[src/inc/io_space_defines.svh]
// io_space_defines.svh - offsets, field masks, reset values and timing counts of the i/o register space
`ifndef IO_SPACE_DEFINES_SVH
`define IO_SPACE_DEFINES_SVH

// ****************************************
// address map edges
// ****************************************
`define IO_DIRECT_LAST 8'h3F
`define IO_BIT_LAST 8'h1F
`define DATA_IO_OFFSET 8'h20
`define DATA_IO_LAST 8'h5F
`define EXT_FIRST 8'h60

// ****************************************
// register offsets in i/o numbering
// ****************************************
`define OFS_PORT_A_PIN_LEVELS 6'h00
`define OFS_PORT_A_DIRECTION 6'h01
`define OFS_PORT_A_OUTPUT 6'h02
`define OFS_PORT_B_PIN_LEVELS 6'h03
`define OFS_PORT_B_DIRECTION 6'h04
`define OFS_PORT_B_OUTPUT 6'h05
`define OFS_PORT_C_PIN_LEVELS 6'h06
`define OFS_PORT_C_DIRECTION 6'h07
`define OFS_PORT_C_OUTPUT 6'h08
`define OFS_PORT_D_PIN_LEVELS 6'h09
`define OFS_PORT_D_DIRECTION 6'h0A
`define OFS_PORT_D_OUTPUT 6'h0B
`define OFS_TIMER_ZERO_FLAGS 6'h15
`define OFS_TIMER_ONE_FLAGS 6'h16
`define OFS_TIMER_TWO_FLAGS 6'h17
`define OFS_TIMER_THREE_FLAGS 6'h18
`define OFS_PIN_CHANGE_FLAGS 6'h1B
`define OFS_EXTERNAL_IRQ_FLAGS 6'h1C
`define OFS_SCRATCH_ZERO 6'h1E
`define OFS_EEPROM_CONTROL 6'h1F
`define OFS_EEPROM_DATA 6'h20
`define OFS_EEPROM_ADDR_LOW 6'h21
`define OFS_EEPROM_ADDR_HIGH 6'h22
`define OFS_GLOBAL_TIMER_CONTROL 6'h23
`define OFS_TIMER_ZERO_CONTROL_A 6'h24
`define OFS_TIMER_ZERO_CONTROL_B 6'h25
`define OFS_TIMER_ZERO_COUNT 6'h26
`define OFS_TIMER_ZERO_COMPARE_A 6'h27
`define OFS_TIMER_ZERO_COMPARE_B 6'h28
`define OFS_SCRATCH_ONE 6'h2A
`define OFS_SCRATCH_TWO 6'h2B
`define OFS_SERIAL_PERIPH_CONTROL 6'h2C
`define OFS_SERIAL_PERIPH_STATUS 6'h2D
`define OFS_SERIAL_PERIPH_DATA 6'h2E
`define OFS_COMPARATOR_CONTROL_STATUS 6'h30
`define OFS_DEBUG_MAILBOX 6'h31

// ****************************************
// implemented bits and reset value
// ****************************************
`define MASK_FULL 8'hFF
`define MASK_NONE 8'h00
`define MASK_TIMER_FLAGS_NARROW 8'h07
`define MASK_TIMER_FLAGS_WIDE 8'h27
`define MASK_PIN_CHANGE_FLAGS 8'h0F
`define MASK_EXTERNAL_IRQ_FLAGS 8'h07
`define MASK_EEPROM_CONTROL 8'h3F
`define MASK_EEPROM_ADDR_HIGH 8'h0F
`define MASK_GLOBAL_TIMER_CONTROL 8'h83
`define MASK_TIMER_ZERO_CONTROL_A 8'hF3
`define MASK_TIMER_ZERO_CONTROL_B 8'h0F
`define MASK_SERIAL_STATUS_RW 8'h01
`define MASK_COMPARATOR_RW 8'hCF
`define MASK_COMPARATOR_FLAG 8'h10
`define BIT_COMPARATOR_OUT 5
`define RST_VALUE 8'h00
`define FLAG_COUNT 7
`define SYNC_STAGES 2

`endif

[src/inc/io_space_pkg.sv]
// io_space_pkg.sv - types shared by the i/o space decoder and its users
`default_nettype none
package io_space_pkg;
  // load and store of every addressing form (direct, indirect, displaced) share the memory ops
  typedef enum logic [2:0] {
    io_read_op,
    io_write_op,
    bit_set_op,
    bit_clear_op,
    skip_if_bit_one_op,
    skip_if_bit_zero_op,
    memory_read_op,
    memory_write_op
  } core_op_type;

  typedef struct packed {
    logic valid;
    core_op_type op;
    logic [7:0] addr;
    logic [2:0] bit_sel;
    logic [7:0] wdata;
  } core_req_type;

  typedef struct packed {
    logic valid;
    logic refused;
    logic skip;
    logic [7:0] rdata;
  } core_rsp_type;

  typedef struct packed {
    logic valid;
    logic [5:0] addr;
    logic [7:0] data;
  } io_write_type;

  typedef struct packed {
    logic valid;
    logic write;
    logic [7:0] addr;
    logic [7:0] wdata;
  } ext_cmd_type;
endpackage
`default_nettype wire

[src/verilog/flag_reg.sv]
// flag_reg.sv - one byte of sticky status flags, cleared by writing one
`include "io_space_defines.svh"
`default_nettype none
module flag_reg (
  input wire logic clk_sys, // core clock
  input wire logic arst_n, // async reset, active low
  input wire logic [7:0] impl_mask, // implemented flag bits
  input wire logic [7:0] set_evt, // hardware events, one cycle each
  input wire logic [7:0] clr_bits, // ones written by the core
  output logic [7:0] flags // current flags
);
  // a set arriving with its clear wins so no event is lost; zeros leave flags alone
  always_ff @(posedge clk_sys or negedge arst_n) begin
    if (!arst_n) begin
      flags <= `RST_VALUE;
    end else begin
      flags <= ((flags & ~clr_bits) | set_evt) & impl_mask;
    end
  end
endmodule
`default_nettype wire

[src/verilog/io_space_address_decoder.sv]
// io_space_address_decoder.sv - decoder and register bank of the processor i/o space
//
// How it works
// - bit set and clear act only on i/o locations 0x00 to 0x1F; higher are refused.
// - on those locations the core may test one bit and skip on one or zero.
// - status flags clear when a one is written; a zero leaves them unchanged.
// - bit set and clear rewrite the whole register, so set flags read back clear, save the bit that a bit clear targets.
// - i/o read and write instructions reach only i/o locations 0 to 63.
// - load and store reach each i/o register at its i/o address plus 0x20.
// - extended area 0x60 to 0xFF is reached by load and store only.
`include "io_space_defines.svh"
`default_nettype none
module io_space_address_decoder (
  input wire logic clk_sys, // core clock, 25 MHz
  input wire logic arst_n, // async reset, active low
  input wire io_space_pkg::core_req_type core_req, // access from the core
  output io_space_pkg::core_rsp_type core_rsp, // answer, one cycle later, two cycles for extended reads
  output logic core_busy, // extended read in flight, new request not taken
  input wire logic [31:0] pin_in, // port pins, d:c:b:a
  output logic [31:0] pin_out, // port output levels
  output logic [31:0] pin_oe_n, // port output enable, low drives
  input wire logic [6:0][7:0] flag_event, // flag set pulses per flag register
  input wire logic acmp_out, // comparator output level
  input wire logic [1:0] spi_status, // serial status bits, level
  output io_space_pkg::io_write_type io_write, // write pulse to peripherals
  output io_space_pkg::ext_cmd_type ext_cmd, // extended-area access
  input wire logic [7:0] ext_rdata // extended read data during ext_cmd
);
  import io_space_pkg::*;

  // ****************************************
  // decode helpers
  // ****************************************

  // bits that software may store in each location
  function automatic logic [7:0] write_mask(input logic [5:0] a);
    case (a)
      `OFS_PORT_A_DIRECTION, `OFS_PORT_A_OUTPUT, `OFS_PORT_B_DIRECTION, `OFS_PORT_B_OUTPUT,
      `OFS_PORT_C_DIRECTION, `OFS_PORT_C_OUTPUT, `OFS_PORT_D_DIRECTION, `OFS_PORT_D_OUTPUT,
      `OFS_SCRATCH_ZERO, `OFS_SCRATCH_ONE, `OFS_SCRATCH_TWO, `OFS_EEPROM_DATA,
      `OFS_EEPROM_ADDR_LOW, `OFS_TIMER_ZERO_COUNT, `OFS_TIMER_ZERO_COMPARE_A,
      `OFS_TIMER_ZERO_COMPARE_B, `OFS_SERIAL_PERIPH_CONTROL, `OFS_SERIAL_PERIPH_DATA,
      `OFS_DEBUG_MAILBOX: write_mask = `MASK_FULL;
      `OFS_EEPROM_CONTROL: write_mask = `MASK_EEPROM_CONTROL;
      `OFS_EEPROM_ADDR_HIGH: write_mask = `MASK_EEPROM_ADDR_HIGH;
      `OFS_GLOBAL_TIMER_CONTROL: write_mask = `MASK_GLOBAL_TIMER_CONTROL;
      `OFS_TIMER_ZERO_CONTROL_A: write_mask = `MASK_TIMER_ZERO_CONTROL_A;
      `OFS_TIMER_ZERO_CONTROL_B: write_mask = `MASK_TIMER_ZERO_CONTROL_B;
      `OFS_SERIAL_PERIPH_STATUS: write_mask = `MASK_SERIAL_STATUS_RW;
      `OFS_COMPARATOR_CONTROL_STATUS: write_mask = `MASK_COMPARATOR_RW;
      default: write_mask = `MASK_NONE;
    endcase
  endfunction

  // which flag register a location holds, FLAG_COUNT when none
  function automatic logic [2:0] flag_index(input logic [5:0] a);
    case (a)
      `OFS_TIMER_ZERO_FLAGS: flag_index = 3'd0;
      `OFS_TIMER_ONE_FLAGS: flag_index = 3'd1;
      `OFS_TIMER_TWO_FLAGS: flag_index = 3'd2;
      `OFS_TIMER_THREE_FLAGS: flag_index = 3'd3;
      `OFS_PIN_CHANGE_FLAGS: flag_index = 3'd4;
      `OFS_EXTERNAL_IRQ_FLAGS: flag_index = 3'd5;
      `OFS_COMPARATOR_CONTROL_STATUS: flag_index = 3'd6;
      default: flag_index = 3'(`FLAG_COUNT);
    endcase
  endfunction

  function automatic logic [7:0] flag_mask(input int i);
    case (i)
      0, 2: flag_mask = `MASK_TIMER_FLAGS_NARROW;
      1, 3: flag_mask = `MASK_TIMER_FLAGS_WIDE;
      4: flag_mask = `MASK_PIN_CHANGE_FLAGS;
      5: flag_mask = `MASK_EXTERNAL_IRQ_FLAGS;
      default: flag_mask = `MASK_COMPARATOR_FLAG;
    endcase
  endfunction

  // pin level locations: port index, or 3'd4 when not a pin register
  function automatic logic [2:0] pin_index(input logic [5:0] a);
    case (a)
      `OFS_PORT_A_PIN_LEVELS: pin_index = 3'd0;
      `OFS_PORT_B_PIN_LEVELS: pin_index = 3'd1;
      `OFS_PORT_C_PIN_LEVELS: pin_index = 3'd2;
      `OFS_PORT_D_PIN_LEVELS: pin_index = 3'd3;
      default: pin_index = 3'd4;
    endcase
  endfunction

  function automatic logic is_implemented(input logic [5:0] a);
    is_implemented = (write_mask(a) != `MASK_NONE) || (flag_index(a) != 3'(`FLAG_COUNT)) ||
                     (pin_index(a) != 3'd4) || (a == `OFS_SERIAL_PERIPH_STATUS);
  endfunction

  // ****************************************
  // state
  // ****************************************
  logic [7:0] io_store [0:63];
  logic [7:0] flags [0:6];
  logic [31:0] pin_level;
  logic ext_wait;
  logic taken;
  logic hit_io;
  logic hit_ext;
  logic refuse;
  logic writes;
  logic do_write;
  logic [5:0] io_addr;
  logic [7:0] cur;
  logic [7:0] bit_onehot;
  logic [7:0] next_wdata;
  logic [2:0] sel_flag;

  pin_sync u_pin_sync (
    .clk_sys(clk_sys),
    .arst_n(arst_n),
    .pin_async(pin_in),
    .pin_level(pin_level)
  );

  // ****************************************
  // address decode
  // ****************************************

  // a request waiting for an extended read is not taken; core_busy tells the core
  assign taken = core_req.valid && !ext_wait;
  assign core_busy = ext_wait;
  assign bit_onehot = 8'h01 << core_req.bit_sel;

  // classify the access and find its i/o location
  always_comb begin
    hit_io = 1'b0;
    hit_ext = 1'b0;
    io_addr = core_req.addr[5:0];
    writes = 1'b0;
    case (core_req.op)
      io_read_op, io_write_op: begin
        hit_io = (core_req.addr <= `IO_DIRECT_LAST);
        writes = (core_req.op == io_write_op);
      end
      bit_set_op, bit_clear_op: begin
        hit_io = (core_req.addr <= `IO_BIT_LAST);
        writes = 1'b1;
      end
      skip_if_bit_one_op, skip_if_bit_zero_op: begin
        hit_io = (core_req.addr <= `IO_BIT_LAST);
      end
      memory_read_op, memory_write_op: begin
        io_addr = 6'(core_req.addr - `DATA_IO_OFFSET);
        hit_io = (core_req.addr >= `DATA_IO_OFFSET) && (core_req.addr <= `DATA_IO_LAST);
        hit_ext = (core_req.addr >= `EXT_FIRST);
        writes = (core_req.op == memory_write_op);
      end
      default: begin
        hit_io = 1'b0;
      end
    endcase
    refuse = !(hit_io || hit_ext);
  end

  // current contents of the addressed location; reserved bits and locations read zero
  always_comb begin
    sel_flag = flag_index(io_addr);
    cur = io_store[io_addr] & write_mask(io_addr);
    if (sel_flag != 3'(`FLAG_COUNT)) begin
      cur = cur | flags[sel_flag];
    end
    if (pin_index(io_addr) != 3'd4) begin
      cur = pin_level[pin_index(io_addr) * 8 +: 8];
    end
    if (io_addr == `OFS_COMPARATOR_CONTROL_STATUS) begin
      cur[`BIT_COMPARATOR_OUT] = acmp_out;
    end
    if (io_addr == `OFS_SERIAL_PERIPH_STATUS) begin
      cur[7:6] = spi_status;
    end
  end

  // bit ops write back the whole byte as read, so set flags other than a bit clear's target are written as one
  always_comb begin
    case (core_req.op)
      bit_set_op: next_wdata = cur | bit_onehot;
      bit_clear_op: next_wdata = cur & ~bit_onehot;
      default: next_wdata = core_req.wdata;
    endcase
  end

  // writes to reserved locations are dropped and raise no peripheral pulse
  assign do_write = taken && hit_io && writes && is_implemented(io_addr);

  // ****************************************
  // register storage
  // ****************************************

  // only implemented bits are stored, the rest stays zero
  always_ff @(posedge clk_sys or negedge arst_n) begin
    if (!arst_n) begin
      for (int i = 0; i < 64; i++) begin
        io_store[i] <= `RST_VALUE;
      end
    end else if (do_write) begin
      io_store[io_addr] <= next_wdata & write_mask(io_addr);
    end
  end

  // sticky flags, cleared by the ones in a write
  for (genvar g = 0; g < `FLAG_COUNT; g++) begin : g_flag
    flag_reg u_flag (
      .clk_sys(clk_sys),
      .arst_n(arst_n),
      .impl_mask(flag_mask(g)),
      .set_evt(flag_event[g]),
      .clr_bits((do_write && sel_flag == 3'(g)) ? next_wdata : `MASK_NONE),
      .flags(flags[g])
    );
  end

  // ****************************************
  // port pins
  // ****************************************

  // pins follow the stored direction and output bytes directly
  always_comb begin
    pin_out = {io_store[`OFS_PORT_D_OUTPUT], io_store[`OFS_PORT_C_OUTPUT],
               io_store[`OFS_PORT_B_OUTPUT], io_store[`OFS_PORT_A_OUTPUT]};
    pin_oe_n = ~{io_store[`OFS_PORT_D_DIRECTION], io_store[`OFS_PORT_C_DIRECTION],
                 io_store[`OFS_PORT_B_DIRECTION], io_store[`OFS_PORT_A_DIRECTION]};
  end

  // ****************************************
  // answers and pulses
  // ****************************************

  // answer one cycle after the request; extended reads answer one cycle later still
  always_ff @(posedge clk_sys or negedge arst_n) begin
    if (!arst_n) begin
      core_rsp <= '0;
    end else if (ext_wait) begin
      core_rsp <= '{valid: 1'b1, refused: 1'b0, skip: 1'b0, rdata: ext_rdata};
    end else if (taken && !(hit_ext && !writes)) begin
      core_rsp.valid <= 1'b1;
      core_rsp.refused <= refuse;
      core_rsp.rdata <= (hit_io && !writes) ? cur : `RST_VALUE;
      core_rsp.skip <= hit_io && ((core_req.op == skip_if_bit_one_op && (cur & bit_onehot) != 8'h00) ||
                       (core_req.op == skip_if_bit_zero_op && (cur & bit_onehot) == 8'h00));
    end else begin
      core_rsp <= '0;
    end
  end

  // extended area goes out as a registered command; reads hold off the next request
  always_ff @(posedge clk_sys or negedge arst_n) begin
    if (!arst_n) begin
      ext_cmd <= '0;
      ext_wait <= 1'b0;
    end else begin
      ext_cmd.valid <= taken && hit_ext;
      ext_cmd.write <= writes;
      ext_cmd.addr <= core_req.addr;
      ext_cmd.wdata <= core_req.wdata;
      ext_wait <= taken && hit_ext && !writes;
    end
  end

  // peripherals see every effective write, strobe bits included
  always_ff @(posedge clk_sys or negedge arst_n) begin
    if (!arst_n) begin
      io_write <= '0;
    end else begin
      io_write.valid <= do_write;
      io_write.addr <= io_addr;
      io_write.data <= next_wdata;
    end
  end
endmodule
`default_nettype wire

[src/verilog/pin_sync.sv]
// pin_sync.sv - two-stage synchroniser for the port pin levels
`include "io_space_defines.svh"
`default_nettype none
module pin_sync (
  input wire logic clk_sys, // core clock
  input wire logic arst_n, // async reset, active low
  input wire logic [31:0] pin_async, // raw pin levels
  output logic [31:0] pin_level // synchronised levels
);
  logic [31:0] stage_one;

  // first stage feeds only the second, which absorbs metastability
  always_ff @(posedge clk_sys or negedge arst_n) begin
    if (!arst_n) begin
      stage_one <= 32'h0000_0000;
      pin_level <= 32'h0000_0000;
    end else begin
      stage_one <= pin_async;
      pin_level <= stage_one;
    end
  end
endmodule
`default_nettype wire
[config.mk]
export PLATFORM = sky130hd
export DESIGN_NAME = io_space_address_decoder
export DESIGN_NICKNAME = d
export VERILOG_FILES = /design/src/inc/io_space_pkg.sv /design/src/verilog/flag_reg.sv /design/src/verilog/io_space_address_decoder.sv /design/src/verilog/pin_sync.sv
export VERILOG_INCLUDE_DIRS = /design/src /design/src/inc
export SDC_FILE = /design/constraint.sdc
export NUM_CORES = 1
export LEC_CHECK = 0
export BUFFER_PORTS_ARGS = -buffer_cell sky130_fd_sc_hd__buf_2
export CAP_MARGIN = 10
export CORE_MARGIN = 5
export CORE_UTILIZATION = 25
export CTS_CLUSTER_SIZE = 28
export DETAILED_ROUTE_END_ITERATION = 6
export SLEW_MARGIN = 15
export SYNTH_ARGS = -nofsm -noshare
export SYNTH_HDL_FRONTEND = slang
export SYNTH_SLANG_ARGS = --single-unit
[constraint.sdc]
create_clock -name clk_sys -period 2.7 [get_ports clk_sys]
set_input_delay 0.27 -clock clk_sys [delete_from_list [all_inputs] [get_ports clk_sys]]
set_output_delay 0.27 -clock clk_sys [all_outputs]
set_load 0.01 [all_outputs]
==> results of run 1 <==
-- routing by layer --
metal,wire length [um],vias up
li1,-,9484
met1,42400,10992
met2,46600,926
met3,7420,236
met4,3900,2
met5,13,-
-- layout make-up --
class                   count  area [um^2]
clock inverters            19          275
repair buffers            851         7110
well taps                1488         1860
flip-flops and latches    638        16000
clock buffers             105         2130
inverters                  53          229
fillers                 10701        71500
diodes                      1         2.50
multi-input cells        1360        11200
-- critical path: stages, from the launching register on --
cell	delay (ps)
dfrtp_1	370
mux2_2	260
a221o_1	300
a221oi_2	290
buf_4	170
a2bb2oi_2	130
nand4_1	180
buf_4	200
a211oi_4	210
nand2_1	90
a22o_4	260
nand2_8	100
buf_12	180
o21ai_0	110
-- cell families (layout without fill, tap and decap cells) --
logic type | after synthesis | count (layout) | share of synthesized area
AOI/OAI and AO/OA | 508 | 508 | 0.127
xor gates and xnor gates | 2 | 2 | 0.000635
adders and majority gates | 5 | 5 | 0.00218
buffers and inverters | 395 | 1028 | 0.0726
DFF | 638 | 638 | 0.578
muxes | 263 | 263 | 0.118
other | 0 | 1 | 0
and+or+nand+nor | 582 | 582 | 0.102
-- cells in the mapped netlist (all sizes together) (22+ instances only) --
master  count
buf       121
and2      116
mux2      156
dfrtp     638
a22oi      34
mux4       32
nand2     279
inv        52
a21oi      26
o31ai      28
nor2       72
o22ai      28
clkbuf    221
a221oi     47
o221ai     22
o21ai     179
mux2i      75
-- repair_timing --
action                                 CTS  global route
resized for setup                      268           132
buffers inserted                        39            15
endpoints found under the hold margin  133             0
pin swaps                               64            64
setup endpoints to repair              383           325
hold buffers                            78             0
gates cloned                            13             2
-- sequential cells by signal (all words and copies together), names as in the netlist --
register	flops
io_store	480
pin_out	32
u_pin_sync.pin_level	32
u_pin_sync.stage_one	32
g_flag.u_flag.flags	22
io_write	15
ext_cmd	13
core_rsp	11
core_busy	1
-- metrics by stage --
stage / setup slack [ps] / hold slack [ps] / cells / setup TNS [ps] / utilization
after floorplan: -495 / -25.6 / 2393 / -125530 / -
after global placement: -1190 / 325 / 4259 / -371690 / 0.302
after detailed placement: -1200 / 326 / 4259 / -377600 / 0.302
after CTS: -383 / 18.0 / 4510 / -27920 / 0.346
after global routing: -321 / 23.5 / 4514 / -40860 / 0.351
final: -290 / 46.7 / 4515 / -25070 / 0.351
-- power groups by stage --
| stage | clock network, uW | logic [uW] | registers, uW |
|---|---|---|---|
| after floorplan | 0 | 853 | 9930 |
| after global placement | 0 | 2100 | 9930 |
| after detailed placement | 0 | 2110 | 9930 |
| after CTS | 10100 | 2620 | 9760 |
| after global routing | 10500 | 2880 | 9770 |
| final | 10000 | 2760 | 9760 |
-- how the worst min path moves through the flow --
stage | cells past startpoint | slack [ps] | to | start
4_1_cts | 2 | 20 | io_write[8]$_DFF_PN0_ | core_req[11]
6_report | 2 | 50 | io_write[8]$_DFF_PN0_ | core_req[11]
3_3_place_gp | 1 | 330 | io_store[381]$_DFFE_PN0P_ | arst_n
2_1_floorplan | 0 | -30 | core_busy$_DFF_PN0_ | arst_n
3_5_place_dp | 1 | 330 | ext_cmd[17]$_DFF_PN0_ | arst_n
5_1_grt | 2 | 20 | io_write[8]$_DFF_PN0_ | core_req[11]
==> flow_metrics.py, run 1 <==
metrics = {
    "synth": {
        "ys_seq_area_frac": 0.578,
        "ys.flop_type": "dfrtp_1",
        "ys_ff_latch": 638,
        "synth-edff-count": 0,
        "syn_inst": 2393,
        "ys_async_sr_fraction": 1.00,
        "synth.distinct_cells": 91,
        "syn_area_mm2": 0.0276,
        "syn_nets": 2521,
        "synth_top_area_share": 0.578,
        "synth_area_leaders": "dfrtp_1, mux2_2, nand2_1, clkbuf_1, o21ai_0",
        "yosys.area.top_type": "dfrtp_1",
        "synth_warnings": 0,
        "avgSynthCellArea_um2": 11.5,
    },
    "cts": {
        "cts_tree": "yes",
        "path_clk_slew_ps": 60,
        "cts_sinks": 638,
        "cts_max_level": 3,
        "cts_buffers": 70,
        "clk_latency_ps": 630,
        "clock_tree.buffer_depth": 3,
        "root_buffer": "clkbuf_16",
    },
    "sta": {
        "hold_violations": 0,
        "clock_skew_ps": 46.2,
        "finalSetupViolCount": 203,
        "finalWorstSetupSlack_ps": -290,
        "max_freq_ghz": 0.334,
        "relSlewSlack": 0.433,
        "min_period_ps": 2990,
        "worstMarginPinSlew_ps": 844,
        "drv_slew": 0,
        "rsz0062_at_grt": "yes",
        "period_share": 1.11,
    },
    "hold_path": {
        "hold_path.class": "input port to flop",
    },
    "worst_setup_path": {
        "rr_worst_depth": 13,
        "crit_end": "io_store[173]$_DFFE_PN0P_",
        "worstPathMaxFanout": 15,
        "end_kind": "flop",
        "rr_startpoint": "io_store[149]$_DFFE_PN0P_",
        "startpoint": "io_store[149]$_DFFE_PN0P_",
        "cp_data_arrival_time_ps": 3490,
        "crit_path_start_kind": "flop",
        "rr_endpoint": "io_store[173]$_DFFE_PN0P_",
        "r2r_setup_slack_ps": -290,
        "crit_type": "flop to flop",
        "required_ps": 3200,
    },
    "placement": {
        "placed_area_mm2": 0.0333,
        "dp_hpwl_um": 69000,
        "io_buffers": 198,
        "place.gp.congestion": 0.928,
    },
    "run_status": {
        "status": "complete, but fails checks",
        "violations": "setup timing",
    },
    "power": {
        "pwr-share-clk": 0.445,
        "seqPwrFrac": 0.433,
        "vdd_drop_max_uv": 382,
        "cellLeakagePower_uw": 0.0179,
        "combPwrFrac": 0.122,
        "fin_total_pwr_uw": 22500,
        "power_density_mw_per_mm2": 582,
        "swShare": 0.250,
        "netSwitchingPower_uw": 5640,
        "internal-power_uw": 16900,
    },
    "layout": {
        "most-common-layout-cells": "dfrtp_1, buf_4, nand2_1",
        "drive_gt1_frac": 0.432,
        "design_area_mm2": 0.0387,
        "layout_commonest_cell": "dfrtp_1",
        "area_delta_synth_final_pct": 40.3,
        "layout.nets": 3102,
    },
    "floorplan": {
        "io_pins": 233,
        "die_h_um": 342,
        "core_area_mm2": 0.110,
        "initial_core_util": 0.250,
        "die_area_mm2": 0.117,
        "die_w_um": 342,
        "num_rows": 122,
    },
    "routing": {
        "wl_per_cell_um": 22.2,
        "vias_per_cell": 4.79,
        "dr.pass1.iters": 7,
        "first_iter_violations": 1987,
        "totalWireLength_um": 100000,
        "ant_nets": 0,
        "vias": 21640,
        "drc": 0,
    },
    "grt": {
        "grt-busiest-layer": "met2",
        "antenna_found_initial": 3,
        "grt_max_degree": 72,
        "grt_pass1_vias": 22167,
        "use_met2": 0.263,
        "use_met3": 0.0333,
        "gr-usage-all-layers": 0.166,
        "grtUsageMet1": 0.224,
        "grt_pass1_wl_um": 147000,
        "overflow": 0,
    },
    "run": {
        "cap_violations": 0,
    },
}
Note: power is estimated with default switching activity, not from simulation.
==> run 2: changes to the inputs <==
--- a/config.mk
+++ b/config.mk
@@ -8,6 +8,7 @@
 export LEC_CHECK = 0
 export BUFFER_PORTS_ARGS = -buffer_cell sky130_fd_sc_hd__buf_2
 export CAP_MARGIN = 10
+export CORE_ASPECT_RATIO = 1.4
 export CORE_MARGIN = 5
 export CORE_UTILIZATION = 25
 export CTS_CLUSTER_SIZE = 28
==> flow_metrics.py, run 2 (synthesized netlist as in run 1, its figures left out) <==
metrics = {
    "grt": {
        "grt_pass1_wl_um": 148000,
        "gr-usage-all-layers": 0.165,
        "antenna_found_initial": 3,
        "grt_pass1_vias": 21997,
        "grt_max_degree": 114,
        "overflow": 0,
    },
    "worst_setup_path": {
        "critPathBufInv": 3,
        "rr_worst_depth": 13,
        "crit_end": "pin_out[2]$_DFFE_PN0P_",
        "crit_type": "flop to flop",
        "r2r_setup_slack_ps": -300,
        "crit_path_start_kind": "flop",
        "cp_common_cell": "o21ai_4",
        "crit_path_top_delay_cell": "dfrtp_1",
        "worstPathMaxFanout": 8,
        "cp_num_cells": 13,
        "rr_startpoint": "io_store[458]$_DFFE_PN0P_",
        "rr_endpoint": "pin_out[2]$_DFFE_PN0P_",
        "crit_chain": "mux2_4, a221oi_2, o221ai_1, nand3_2, o21ai_4, o31ai_4, buf_6, a31oi_4, a211o_1, o21ai_4, buf_12, buf_16, o31ai_2",
        "required_ps": 3210,
        "critPathTopFamily": "compound AO/OA/AOI/OAI gates",
        "cp_data_arrival_time_ps": 3520,
        "end_kind": "flop",
        "startpoint": "io_store[458]$_DFFE_PN0P_",
        "crit_path_max_incr_delay_ps": 420,
    },
    "power": {
        "internal-power_uw": 15700,
        "vdd_drop_max_uv": 436,
        "cellLeakagePower_uw": 0.0177,
        "seqPwrFrac": 0.460,
        "swShare": 0.261,
        "fin_total_pwr_uw": 21200,
        "netSwitchingPower_uw": 5520,
        "power_density_mw_per_mm2": 559,
        "pwr-share-clk": 0.412,
        "combPwrFrac": 0.128,
    },
    "run_status": {
        "violations": "setup timing",
        "status": "complete, but fails checks",
    },
    "layout": {
        "layout.nets": 3061,
        "top_register": "io_store",
        "layout_commonest_cell": "dfrtp_1",
        "drive_gt1_frac": 0.433,
        "most-common-layout-cells": "dfrtp_1, buf_4, nand2_1",
        "area_delta_synth_final_pct": 37.4,
        "largest_reg_flops": 480,
    },
    "cts": {
        "path_clk_slew_ps": 70,
        "cts_max_level": 2,
        "root_buffer": "clkbuf_16",
        "clk_latency_ps": 660,
        "clock_tree.buffer_depth": 3,
        "cts_buffers": 57,
        "cts_sinks": 638,
        "cts_tree": "yes",
    },
    "routing": {
        "dr.pass1.iters": 7,
        "first_iter_violations": 1451,
        "vias": 21201,
        "drc": 0,
        "totalWireLength_um": 101000,
        "vias_per_cell": 4.77,
        "ant_nets": 0,
        "wl_per_cell_um": 22.6,
    },
    "sta": {
        "max_freq_ghz": 0.333,
        "relSlewSlack": 0.543,
        "worstMarginPinSlew_ps": 683,
        "hold_violations": 0,
        "finalSetupViolCount": 160,
        "rsz0062_at_grt": "yes",
        "clock_skew_ps": 40.8,
        "min_period_ps": 3000,
        "drv_slew": 0,
        "period_share": 1.11,
        "finalWorstSetupSlack_ps": -305,
    },
    "placement": {
        "io_buffers": 198,
        "dp_hpwl_um": 72100,
        "place.gp.congestion": 0.933,
        "dpl_worst_slack_ps": -1080,
    },
    "floorplan": {
        "core_area_mm2": 0.110,
        "die_area_mm2": 0.117,
        "io_pins": 233,
        "initial_core_util": 0.251,
        "die_h_um": 403,
        "num_rows": 144,
        "die_w_um": 291,
    },
    "hold_path": {
        "hold_path_depth": 2,
        "hold_path.class": "input port to flop",
    },
    "run": {
        "cap_violations": 0,
    },
}
==> run 2: cell types whose count changed in the layout (fill, tap and decap cells not counted), moves of 10 or more <==
cell       change
buf_4         -10
buf_6         -19
clkbuf_16     -18
mux2_2        -10
mux2_4        +10
o21ai_0       -10
o21ai_1       -18
o21ai_2       +24
o31ai_4       -16
==> run 2: layer usage <==
layer / up-vias / wire (um) / global-route usage
met4: 0 / 7880 / 0.108
met3: 281 / 5430 / 0.0246
met1: 10712 / 37300 / 0.189
li1: 9391 / - / -
met2: 817 / 50000 / 0.289
met5: - / 0 / 0
==> run 2: metrics by stage <==
stage	instance area, um^2	instances	setup TNS (ps)	utilization	hold WS (ps)
after floorplan	27900	2393	-125530	-	-25.6
after global placement	33300	4217	-248610	0.303	224
after detailed placement	33300	4217	-258820	0.303	223
after CTS	37200	4428	-23360	0.338	2.66
after global routing	37900	4444	-41950	0.345	28.5
final	37900	4444	-27160	0.345	44.0
==> run 2: worst min-delay path by stage <==
stage | startpoint | slack, ps | endpoint
6_report | core_req[11] | 40 | io_write[8]$_DFF_PN0_
5_1_grt | core_req[11] | 30 | io_write[8]$_DFF_PN0_
4_1_cts | core_req[12] | 3 | io_write[9]$_DFF_PN0_
3_5_place_dp | arst_n | 220 | io_store[225]$_DFFE_PN0P_
3_3_place_gp | arst_n | 220 | io_store[225]$_DFFE_PN0P_
2_1_floorplan | arst_n | -30 | core_busy$_DFF_PN0_
==> run 2: area by class of cell <==
class                      count  area (um^2)
timing repair buffer         822         6870
clock inverter                35          418
inverter                      53          219
antenna                        2         5.00
fill                       10745        72000
tap                         1460         1830
multi-input combinational   1361        11100
clock buffer                  73         1580
sequential                   638        16000
==> run 2: timing repair <==
item                       CTS  global route
setup endpoints to repair  255           268
hold endpoints to repair   293             1
gates cloned                11             3
buffers inserted            23            18
gates resized for setup    206           179
hold buffers                75             1
pin swaps                   71            81
==> run 2: power groups by stage <==
| stage | Sequential, uW | Clock (uW) | Combinational, uW |
|---|---|---|---|
| final | 9760 | 8730 | 2710 |
| after global routing | 9760 | 9270 | 2820 |
| after CTS | 9750 | 8910 | 2590 |
| after detailed placement | 9930 | 0 | 2160 |
| after global placement | 9930 | 0 | 2150 |
| after floorplan | 9930 | 0 | 853 |
